===== src/core/ssv_defines.svh =====
// offsets, field positions, reset values and input indices of the supply supervisor
`ifndef SSV_DEFINES_SVH
`define SSV_DEFINES_SVH
// ==========================================================
// register byte offsets
`define SSV_MODE_OFS     8'h00
`define SSV_CTRL_OFS     8'h04
`define SSV_IRQ_OFS      8'h08
`define SSV_STAT_OFS     8'h0C
// ==========================================================
// mode register fields
`define SSV_MODE_MSB     1
`define SSV_MODE_LSB     0
`define SSV_DSEL_BIT     2
// control register fields
`define SSV_RSEL_BIT     0
`define SSV_STB_BIT      1
// interrupt status fields
`define SSV_IRQ_PON      0
`define SSV_IRQ_MUV      1
`define SSV_IRQ_XUV      2
// status register fields
`define SSV_ST_MAIN      0
`define SSV_ST_XCVR      1
`define SSV_ST_PWR       2
// ==========================================================
// reset values
`define SSV_MODE_RST     2'h0
`define SSV_IRQ_RST      3'h0
// synchroniser reset: undervoltage detects read as present so no false edge follows reset
`define SSV_SYNC_RST     8'h3C
// chip mode codes
`define SSV_MC_STANDBY   2'h0
`define SSV_MC_SLEEP     2'h1
`define SSV_MC_NORM_EXT  2'h2
`define SSV_MC_NORM_INT  2'h3
// ==========================================================
// synchroniser input positions
`define SSV_NSYNC        8
`define SSV_IN_POFF      0
`define SSV_IN_PON       1
`define SSV_IN_MUV90     2
`define SSV_IN_MUV70     3
`define SSV_IN_XUV90     4
`define SSV_IN_XPIN      5
`define SSV_IN_RX        6
`define SSV_IN_TX        7
`endif


===== src/core/ssv_pkg.sv =====
// types of the supply supervisor: power state and module state record
package ssv_pkg;
  // ========================================================
  // power state of the chip
  typedef enum logic [0:0] {
    SSV_PWR_OFF,
    SSV_PWR_ON
  } ssv_pwr_type;

  // ========================================================
  // whole state of the supervisor
  typedef struct packed {
    logic [7:0]  s1;        // first sync stage
    logic [7:0]  s2;        // second sync stage
    logic        muv_prev;  // main 90 % detect, last cycle
    logic        xuv_prev;  // xcvr 90 % detect, last cycle
    ssv_pwr_type pwr;       // off or on
    logic [1:0]  mode;      // chip_mode_field
    logic        dsel;      // dissipation_split_select
    logic        rsel;      // reset_level_select
    logic        stb;       // can_standby_ctrl
    logic [2:0]  irq;       // sticky flags
    logic        wr_pend;   // write data phase pending
    logic [7:0]  wr_addr;   // latched write offset
    logic        main_en;   // main regulator on
    logic        xcvr_en;   // transceiver regulator on
    logic        sys_rst;   // system reset
    logic        thr_lo;    // 50 mA threshold chosen
    logic        can_act;   // can active
    logic        can_off;   // can fully off
    logic        rx_out;    // can_receive_out
    logic        tx_drv;    // level to transmitter
    logic        main_st;   // main_reg_status_bit
    logic        xcvr_st;   // xcvr_supply_status_bit
    logic [31:0] hrdata;    // read data
    logic        hready;    // hreadyout
  } ssv_state_type;
endpackage : ssv_pkg


===== src/core/ssv_top.sv =====
// supply supervisor: power on/off, regulator monitors, can gating, ahb-lite regs
//
// What this block does
// - battery below off threshold forces Off now
// - Off exits to Standby above on threshold
// - leaving Off sets the power-on flag
// - dissipation bit picks 85 mA or 50 mA
// - main undervoltage at the chosen level triggers system reset
// - reset level bit picks 90 % or 70 %
// - main warning flag at 90 % always
// - main status bit readable in status
// - mode field switches xcvr regulator; 10 off
// - xcvr warning flag below 90 % in Normal
// - xcvr status real only in Normal
// - monitoring works with external xcvr supply
// - can active only in Normal mode
// - can active needs standby bit zero
// - can active needs xcvr pin supply good
// - active: rx shown, controller drives tx
// - Standby/Sleep with standby bit zero: off
//
// The AHB-Lite register port and the register addresses were decided locally.
`timescale 1ns/10ps
`include "ssv_defines.svh"

module ssv_top
  import ssv_pkg::*;
(
  input  wire logic        hclk,
  input  wire logic        hresetn,
  // ahb-lite slave
  input  wire logic        hsel,
  input  wire logic [31:0] haddr,
  input  wire logic [1:0]  htrans,
  input  wire logic        hwrite,
  input  wire logic [2:0]  hsize,
  input  wire logic [31:0] hwdata,
  input  wire logic        hready,
  output logic             hreadyout,
  output logic             hresp,
  output logic [31:0]      hrdata,
  // analog comparators, asynchronous
  input  wire logic        bat_below_poff,
  input  wire logic        bat_above_pon,
  input  wire logic        main_uv90,
  input  wire logic        main_uv70,
  input  wire logic        xcvr_uv90,
  input  wire logic        xcvr_pin_uv,
  // can path
  input  wire logic        can_bus_rx,
  input  wire logic        can_transmit_in,
  output logic             can_receive_out,
  output logic             can_tx_drive,
  output logic             can_active,
  output logic             can_off,
  // regulator and reset control
  output logic             main_reg_enable,
  output logic             xcvr_reg_enable,
  output logic             system_reset,
  output logic             ext_transistor_drive_lo
);

  // ========================================================
  // state record
  ssv_state_type q;         // registered state
  ssv_state_type d;         // next state

  logic          addr_ph;   // address phase accepted
  logic          on_q;      // chip powered
  logic          normal_q;  // chip in Normal mode
  logic          bat_low;   // synced off detect
  logic          bat_ok;    // synced on detect
  logic          muv90;     // synced main 90 % detect
  logic          muv70;     // synced main 70 % detect
  logic          xuv90;     // synced xcvr 90 % detect
  logic          xpin;      // synced xcvr pin undervoltage

  // only nonseq and seq carry a transfer
  assign addr_ph  = hsel & hready & htrans[1];
  assign on_q     = (q.pwr == SSV_PWR_ON);
  // normal mode is 10 or 11, the upper bit alone
  assign normal_q = on_q & q.mode[1];
  // logic reads only the second stage
  assign bat_low  = q.s2[`SSV_IN_POFF];
  assign bat_ok   = q.s2[`SSV_IN_PON];
  assign muv90    = q.s2[`SSV_IN_MUV90];
  assign muv70    = q.s2[`SSV_IN_MUV70];
  assign xuv90    = q.s2[`SSV_IN_XUV90];
  assign xpin     = q.s2[`SSV_IN_XPIN];

  // ========================================================
  // next state
  always_comb
  begin
    d = q;
    // two-stage synchroniser on every comparator and can pin
    d.s1 = {can_transmit_in, can_bus_rx, xcvr_pin_uv, xcvr_uv90,
            main_uv70, main_uv90, bat_above_pon, bat_below_poff};
    d.s2 = q.s1;
    d.muv_prev = muv90;
    d.xuv_prev = xuv90;

    // power state; off detect has priority
    unique case (q.pwr)
      SSV_PWR_OFF:
      begin
        // exit only when off detect has gone
        if (bat_ok && !bat_low)
        begin
          d.pwr = SSV_PWR_ON;
        end
      end
      SSV_PWR_ON:
      begin
        if (bat_low)
        begin
          d.pwr = SSV_PWR_OFF;
        end
      end
    endcase

    // bus: zero wait, always okay
    d.hready  = 1'b1;
    d.wr_pend = 1'b0;
    if (addr_ph && hwrite)
    begin
      d.wr_pend = 1'b1;
      d.wr_addr = haddr[7:0];
    end

    // read data prepared in the address phase
    if (addr_ph && !hwrite)
    begin
      d.hrdata = 32'h0000_0000;
      unique case (haddr[7:0])
        `SSV_MODE_OFS:
        begin
          d.hrdata[`SSV_MODE_MSB:`SSV_MODE_LSB] = q.mode;
          d.hrdata[`SSV_DSEL_BIT] = q.dsel;
        end
        `SSV_CTRL_OFS:
        begin
          d.hrdata[`SSV_RSEL_BIT] = q.rsel;
          d.hrdata[`SSV_STB_BIT]  = q.stb;
        end
        `SSV_IRQ_OFS:
        begin
          d.hrdata[2:0] = q.irq;
        end
        `SSV_STAT_OFS:
        begin
          d.hrdata[`SSV_ST_MAIN] = q.main_st;
          d.hrdata[`SSV_ST_XCVR] = q.xcvr_st;
          d.hrdata[`SSV_ST_PWR]  = on_q;
        end
        // unmapped offsets read zero
        default:
        begin
          d.hrdata = 32'h0000_0000;
        end
      endcase
    end

    // write data phase; logic is dead while off
    if (q.wr_pend && on_q)
    begin
      unique case (q.wr_addr)
        `SSV_MODE_OFS:
        begin
          d.mode = hwdata[`SSV_MODE_MSB:`SSV_MODE_LSB];
          d.dsel = hwdata[`SSV_DSEL_BIT];
        end
        `SSV_CTRL_OFS:
        begin
          d.rsel = hwdata[`SSV_RSEL_BIT];
          d.stb  = hwdata[`SSV_STB_BIT];
        end
        `SSV_IRQ_OFS:
        begin
          // write one to clear
          d.irq = q.irq & ~hwdata[2:0];
        end
        // status and unmapped ignore writes
        default:
        begin
          d.irq = d.irq;
        end
      endcase
    end

    // flag sets come after the clear so a set wins
    if (muv90 && !q.muv_prev && on_q)
    begin
      // warning independent of reset level
      d.irq[`SSV_IRQ_MUV] = 1'b1;
    end
    // xcvr watched in Normal, internal or external feed
    if (xuv90 && !q.xuv_prev && normal_q)
    begin
      d.irq[`SSV_IRQ_XUV] = 1'b1;
    end

    // internal logic is shut down while off
    if (!on_q)
    begin
      d.mode = `SSV_MODE_RST;
      d.dsel = 1'b0;
      d.rsel = 1'b0;
      d.stb  = 1'b0;
      d.irq  = `SSV_IRQ_RST;
      // leaving off: standby mode, power-on flag raised
      if (d.pwr == SSV_PWR_ON)
      begin
        d.irq[`SSV_IRQ_PON] = 1'b1;
      end
    end

    // outputs, all from registered state
    d.main_en = on_q;
    // mode 11 powers the regulator, 10 leaves it for an external feed
    d.xcvr_en = on_q && (q.mode == `SSV_MC_NORM_INT);
    // reset at the chosen level; held while off
    d.sys_rst = !on_q || (q.rsel ? muv70 : muv90);
    d.thr_lo  = q.dsel;
    d.main_st = !muv90;
    // real xcvr condition only in Normal, else one
    d.xcvr_st = normal_q ? !xuv90 : 1'b1;
    // pin check covers both feeds of the xcvr supply
    d.can_act = normal_q && !q.stb && !xpin;
    d.can_off = !on_q || (!q.mode[1] && !q.stb);
    // recessive high whenever not active
    d.rx_out  = q.can_act ? q.s2[`SSV_IN_RX] : 1'b1;
    d.tx_drv  = q.can_act ? q.s2[`SSV_IN_TX] : 1'b1;
  end

  // ========================================================
  // state register
  always_ff @(posedge hclk or negedge hresetn)
  begin
    if (!hresetn)
    begin
      // chip starts in off until battery is good
      q         <= '0;
      q.pwr     <= SSV_PWR_OFF;
      q.s1      <= `SSV_SYNC_RST;
      q.s2      <= `SSV_SYNC_RST;
      q.muv_prev <= 1'b1;
      q.xuv_prev <= 1'b1;
      q.sys_rst <= 1'b1;
      q.can_off <= 1'b1;
      q.rx_out  <= 1'b1;
      q.tx_drv  <= 1'b1;
      q.xcvr_st <= 1'b1;
      q.hready  <= 1'b1;
    end
    else
    begin
      q <= d;
    end
  end

  // ========================================================
  // outputs straight from flops; hresp tied to zero
  assign hreadyout               = q.hready;
  assign hresp                   = 1'b0;
  assign hrdata                  = q.hrdata;
  assign can_receive_out         = q.rx_out;
  assign can_tx_drive            = q.tx_drv;
  assign can_active              = q.can_act;
  assign can_off                 = q.can_off;
  assign main_reg_enable         = q.main_en;
  assign xcvr_reg_enable         = q.xcvr_en;
  assign system_reset            = q.sys_rst;
  assign ext_transistor_drive_lo = q.thr_lo;
endmodule : ssv_top


===== config.mk =====
export PLATFORM = sky130hd
export DESIGN_NAME = ssv_top
export DESIGN_NICKNAME = d
export VERILOG_FILES = /design/src/core/ssv_pkg.sv /design/src/core/ssv_top.sv
export VERILOG_INCLUDE_DIRS = /design/src /design/src/core
export SDC_FILE = /design/constraint.sdc
export NUM_CORES = 1
export LEC_CHECK = 0
export CAP_MARGIN = 5
export CORE_MARGIN = 2
export CORE_UTILIZATION = 40
export DETAILED_ROUTE_END_ITERATION = 16
export DONT_BUFFER_PORTS = 1
export GPL_TIMING_DRIVEN = 0
export HOLD_SLACK_MARGIN = 0.06
export PLACE_DENSITY = 0.56
export SETUP_SLACK_MARGIN = 0.3
export SLEW_MARGIN = 20
export SYNTH_ARGS = -nofsm -noshare
export SYNTH_HDL_FRONTEND = slang
export SYNTH_SLANG_ARGS = --single-unit
export TNS_END_PERCENT = 50

===== constraint.sdc =====
create_clock -name hclk -period 3.8 [get_ports hclk]
set_input_delay 1.14 -clock hclk [delete_from_list [all_inputs] [get_ports hclk]]
set_output_delay 1.14 -clock hclk [all_outputs]
set_load 0.005 [all_outputs]

==> results.json, run 1 <==
{
  "die-area_um2": 5680,
  "synthCells": 146,
  "final_layout_size_suffix_gt1_share_pct": 39.9,
  "cts.reportedPaths.clkPinSlew_ns": 0.09,
  "netlist-cell-type-count": 32,
  "areaGrowthSynthToFinish_pct": 13.9,
  "first_iter_violations": 73,
  "yosysSeqAreaShare_pct": 61.1,
  "num_antenna_cells": 0,
  "die_y_um": 75.4,
  "cts_made_buffers": 5,
  "grt_overflow": 0,
  "cts_post_setup_buffers_inserted": 0,
  "finalWeightedCongestion": 0.806,
  "most-common-layout-cells": "buf_4, dfrtp_1, conb_1",
  "rr_endpoint": "q[58]$_DFFE_PN0P_",
  "async_flop_share_pct": 100,
  "initial_utilization_pct": 42.3,
  "hold_viol_final": 0,
  "route.vias.total": 1102,
  "clock_skew_ns": 0.00854,
  "final_area_um2": 2320,
  "ys_ff_latch": 49,
  "holdPathEnd": "bat_ok$_DFF_PN0_",
  "status": "finished clean",
  "grt_pass1_vias": 980,
  "firstDrtPassIters": 4,
  "hold-path-cell-count": 0,
  "finalWirelength_um": 3350,
  "setup_tns_ns": 0,
  "powerDensity_nw_per_um2": 416,
  "cap_violations": 0,
  "min_period_ns": 1.99,
  "min_period_over_period_pct": 52.3,
  "worstHoldStart": "d[64]$_DFF_PN0_",
  "synth_warnings": 0,
  "finalMaxSlewViolations": 0,
  "hold_buffers": 0,
  "clk_path_buf_depth": 2,
  "clk_latency_ns": 0.30,
  "core-area_um2": 4820,
  "peakVddDrop_mv": 0.220,
  "timing.rr.start": "q[44]$_DFFE_PN0P_",
  "syn_area_um2": 2040,
  "critPathCaptureType": "primary output",
  "synth_edf_count": 0,
  "rsz0062_at_grt": "no",
  "syn_avg_cell_area_um2": 14.0,
  "grt_first_pass_wirelength_um": 4850,
  "place_hpwl_um": 2540,
  "h-tree-depth": 2,
  "antenna_found_initial": 0,
  "grt_max_degree": 50,
  "crit_fanout": 1,
  "cts.repair.resized": 0,
  "fp-row-count": 25,
  "hp-class": "flip-flop to flip-flop",
  "wire_per_inst_um": 13.4,
  "portBuffers": 0,
  "nFillCells": 444,
  "synth-main-ff-cell": "dfrtp_1",
  "die_w_um": 75.4,
  "ant_nets": 0,
  "power_uw": 964,
  "clockRootBuffer": "clkbuf_8",
  "cp-start-kind": "flip-flop",
  "cts_tree": "yes",
  "postPlaceCellArea_um2": 2230,
  "critPathKind": "flip-flop to primary output",
  "cts.sinks": 49,
  "num_io_pins": 124,
  "drc_errors": 0,
  "fmax_ghz": 0.504,
  "reg2reg_slack_ns": 2.30,
  "leakage_uw": 0.00111,
  "viasPerCell": 4.41,
  "nets": 264,
  "setup_viol": 0,
  "critPathRequiredTime_ns": 2.66,
  "cp.arrival_ns": 0.85,
  "rr_worst_depth": 3,
  "grtUsageTotal_pct": 11.8
}
==> cell families (layout without fill, tap and decap cells) <==
| group | after synthesis | count (layout) | synth area share (%) |
|---|---|---|---|
| other | 2 | 31 | 0.369 |
| DFF | 49 | 49 | 61.1 |
| and+or+nand+nor | 32 | 32 | 11.8 |
| AOI/OAI and AO/OA | 9 | 9 | 3.75 |
| buffers and inverters | 38 | 46 | 13.3 |
| muxes | 16 | 16 | 9.64 |
==> cell type report <==
class	count	area (um2)	area share, %
Buffer	36	264	11.4
Clock inverter	3	21.3	0.917
Sequential cell	49	1240	53.7
Clock buffer	5	68.8	2.97
Tap cell	67	83.8	3.61
Multi-Input combinational cell	88	629	27.1
Inverter	2	7.51	0.324
==> flip-flops by register name (all words and copies together), names as in the netlist <==
name,cells
d,11
can_off,1
can_tx_drive,1
can_active,1
bat_ok,1
can_receive_out,1
bat_low,1
on_q,1
system_reset,1
muv70,1
hrdata,3
xcvr_reg_enable,1
ext_transistor_drive_lo,1
q,23
main_reg_enable,1
==> power breakdown <==
group          switching, uW  internal (uW)
Combinational           30.8           47.8
Sequential              22.1            559
Clock                    174            131
==> worst max path at each step <==
| stage | startpoint | slack [ns] | cells after the start | end |
|---|---|---|---|---|
| 2_1_floorplan | haddr[1] | 1.75 | 3 | hrdata[0]$_DFFE_PN0P_ |
| 3_3_place_gp | haddr[1] | 1.68 | 3 | hrdata[0]$_DFFE_PN0P_ |
| 3_5_place_dp | haddr[1] | 1.66 | 3 | hrdata[2]$_DFFE_PN0P_ |
| 4_1_cts | can_tx_drive$_DFF_PN1_ | 1.80 | 0 | can_tx_drive |
| 5_1_grt | can_receive_out$_DFF_PN1_ | 1.78 | 0 | can_receive_out |
| 6_report | can_off$_DFF_PN1_ | 1.81 | 0 | can_off |
==> cells in the mapped netlist (2+ instances only) <==
| library cell | count | area share [%] |
|---|---|---|
| mux2_1 | 3 | 1.7 |
| nor2_1 | 4 | 0.74 |
| a32o_1 | 2 | 0.98 |
| mux2i_1 | 5 | 2.5 |
| conb_1 | 2 | 0.37 |
| nor4_4 | 2 | 2.1 |
| nor2b_1 | 2 | 0.61 |
| nand2b_1 | 2 | 0.61 |
| a22o_1 | 4 | 1.7 |
| mux4_2 | 2 | 2.2 |
| dfrtp_1 | 34 | 42 |
| nand4_1 | 3 | 0.92 |
| nand2_1 | 9 | 1.7 |
| buf_4 | 34 | 13 |
| inv_1 | 2 | 0.37 |
| dfstp_2 | 15 | 19 |
| mux2_2 | 6 | 3.3 |
==> metal layers <==
| layer | wire length [um] | vias to the layer above | GRT usage [%] | share of wire, % |
|---|---|---|---|---|
| met2 | 1650 | 54 | 20.2 | 49 |
| met4 | 37 | 0 | 3.51 | 1.1 |
| met3 | 395 | 6 | 5.69 | 12 |
| li1 | - | 506 | - | - |
| met1 | 1270 | 536 | 13.2 | 38 |
| met5 | 0 | - | 0 | 0 |
==> through the flow <==
step / instances / setup slack (ns) / utilization (%) / hold slack, ns
CTS: 250 / 1.80 / 48.2 / 0.360
global route: 250 / 1.78 / 48.2 / 0.364
floorplan: 175 / 1.75 / - / 0.331
detailed placement: 242 / 1.66 / 46.3 / 0.340
global placement: 242 / 1.68 / 46.3 / 0.333
finish: 250 / 1.81 / 48.2 / 0.355
Note: power is estimated with default switching activity, not from simulation.
==> run 2: changes to the inputs <==
clock period = 2.1 ns   (was 3.8 ns; I/O delays follow)
==> run 2 against run 1 <==
  * Worst hold slack worse by 0.22 ns
  * Cell count up 0.40%
  * Wire length increased by 0.93%
  * Cell area rose by 0.86%
  * Critical path depth is 3 higher
  * Total power rose by 83%
  * Clock power up 81%
  * Via count increased by 0.36%
==> results.json, run 2 (synthesis gave the netlist of run 1 again) <==
{
  "nFillCells": 442,
  "final_area_um2": 2340,
  "peakVddDrop_mv": 0.398,
  "drc_errors": 0,
  "cp_cell_sequence": "nor4_4 -> and4bb_2 -> mux2i_1",
  "finalMaxSlewViolations": 0,
  "grt_max_degree": 35,
  "final_layout_size_suffix_gt1_share_pct": 40.2,
  "finalWeightedCongestion": 0.806,
  "top_register": "q",
  "critPathKind": "flip-flop to flip-flop",
  "ff_latch_area_um2": 1240,
  "firstDrtPassIters": 3,
  "fp-row-count": 25,
  "multi_input_area_um2": 629,
  "die_w_um": 75.4,
  "num_antenna_cells": 0,
  "cts.reportedPaths.clkPinSlew_ns": 0.09,
  "finalWirelength_um": 3380,
  "first_iter_violations": 33,
  "die_y_um": 75.4,
  "critPathCaptureType": "flip-flop",
  "rr_worst_depth": 3,
  "reg2reg_slack_ns": 0.60,
  "num_io_pins": 124,
  "clk_path_buf_depth": 2,
  "grt_overflow": 0,
  "critPathRequiredTime_ns": 2.33,
  "clockRootBuffer": "clkbuf_8",
  "final_cells": 251,
  "status": "finished clean",
  "cp.arrival_ns": 1.72,
  "initial_utilization_pct": 42.3,
  "viasPerCell": 4.41,
  "hold_viol_final": 0,
  "grt_pass1_vias": 999,
  "portBuffers": 0,
  "areaGrowthSynthToFinish_pct": 14.9,
  "cp_slowest_cell": "nor4_4",
  "postLayoutCoreUtil_pct": 48.6,
  "fmax_ghz": 0.669,
  "cts_tree": "yes",
  "crit_fanout": 5,
  "cts.repair.resized": 0,
  "rr_endpoint": "q[58]$_DFFE_PN0P_",
  "place_hpwl_um": 2540,
  "nets": 265,
  "cp_slowest_stage_delay_ns": 0.42,
  "core-area_um2": 4820,
  "most-common-layout-cells": "buf_4, dfrtp_1, conb_1",
  "dp_cells": 242,
  "grtUsageTotal_pct": 12.0,
  "setup_viol": 0,
  "cts_post_setup_buffers_inserted": 0,
  "clk_latency_ns": 0.30,
  "largest_register_ffs": 23,
  "cap_violations": 0,
  "cp-start-kind": "flip-flop",
  "min_period_ns": 1.50,
  "route.vias.total": 1106,
  "setup_tns_ns": 0,
  "clock_skew_ns": 0.00823,
  "cts.sinks": 49,
  "wire_per_inst_um": 13.5,
  "holdWs_ns": 0.140,
  "timing.rr.start": "q[44]$_DFFE_PN0P_",
  "leakage_uw": 0.00112,
  "postPlaceCellArea_um2": 2230,
  "powerDensity_nw_per_um2": 752,
  "die-area_um2": 5680,
  "h-tree-depth": 2,
  "antenna_found_initial": 0,
  "ant_nets": 0,
  "cts_made_buffers": 5,
  "min_period_over_period_pct": 71.2,
  "grt_first_pass_wirelength_um": 4920,
  "hp-class": "input port to asynchronous set/reset pin",
  "rsz0062_at_grt": "no"
}
run 2: power breakdown:
group,internal (uW),switching (uW)
logic,90.5,67.3
clock network,236,314
registers,1010,39.9
total,1340,421
run 2: layout make-up:
type,instances,area share [%]
clock inverters,3,0.909
multi-input cells,88,26.9
clock buffers,5,2.94
flip-flops and latches,49,53.2
repair buffers,1,0.856
plain buffers,36,11.3
well taps,67,3.58
inverters,2,0.321
run 2: worst max-delay path, delay by kind of cell, from the launching register on:
kind          cells  cell delay [ns]
flops             1             0.41
simple gates      2             0.79
mux               1             0.22
run 2: routing by layer:
metal,GRT usage (%),vias to the layer above,routed length [um],part of all wire (%)
li1,-,508,-,-
met1,13.3,541,1260,37
met2,20.7,51,1700,50
met3,5.69,6,387,11
met4,3.51,0,37,1.1
met5,0,-,0,0
run 2: worst max path at each step:
stage	from	end	slack, ns
after floorplan	haddr[1]	hrdata[0]$_DFFE_PN0P_	0.56
after global placement	haddr[1]	hrdata[0]$_DFFE_PN0P_	0.49
after CTS	q[44]$_DFFE_PN0P_	q[58]$_DFFE_PN0P_	0.60
after detailed placement	haddr[1]	hrdata[2]$_DFFE_PN0P_	0.47
after global routing	q[44]$_DFFE_PN0P_	d[39]$_DFFE_PN0P_	0.54
final	q[44]$_DFFE_PN0P_	q[58]$_DFFE_PN0P_	0.60
run 2: repair_timing:
action / 4_1_cts / 5_1_grt
setup endpoints to repair: 0 / 0
hold buffers: 1 / 0
hold endpoints to repair: 34 / 0
run 2: stage by stage:
| step | worst slack [ns] | power (uW) |
|---|---|---|
| finish | 0.604 | 1760 |
| global route | 0.537 | 1840 |
| CTS | 0.596 | 1770 |
| detailed placement | 0.471 | 1210 |
| global placement | 0.490 | 1200 |
| floorplan | 0.556 | 1190 |
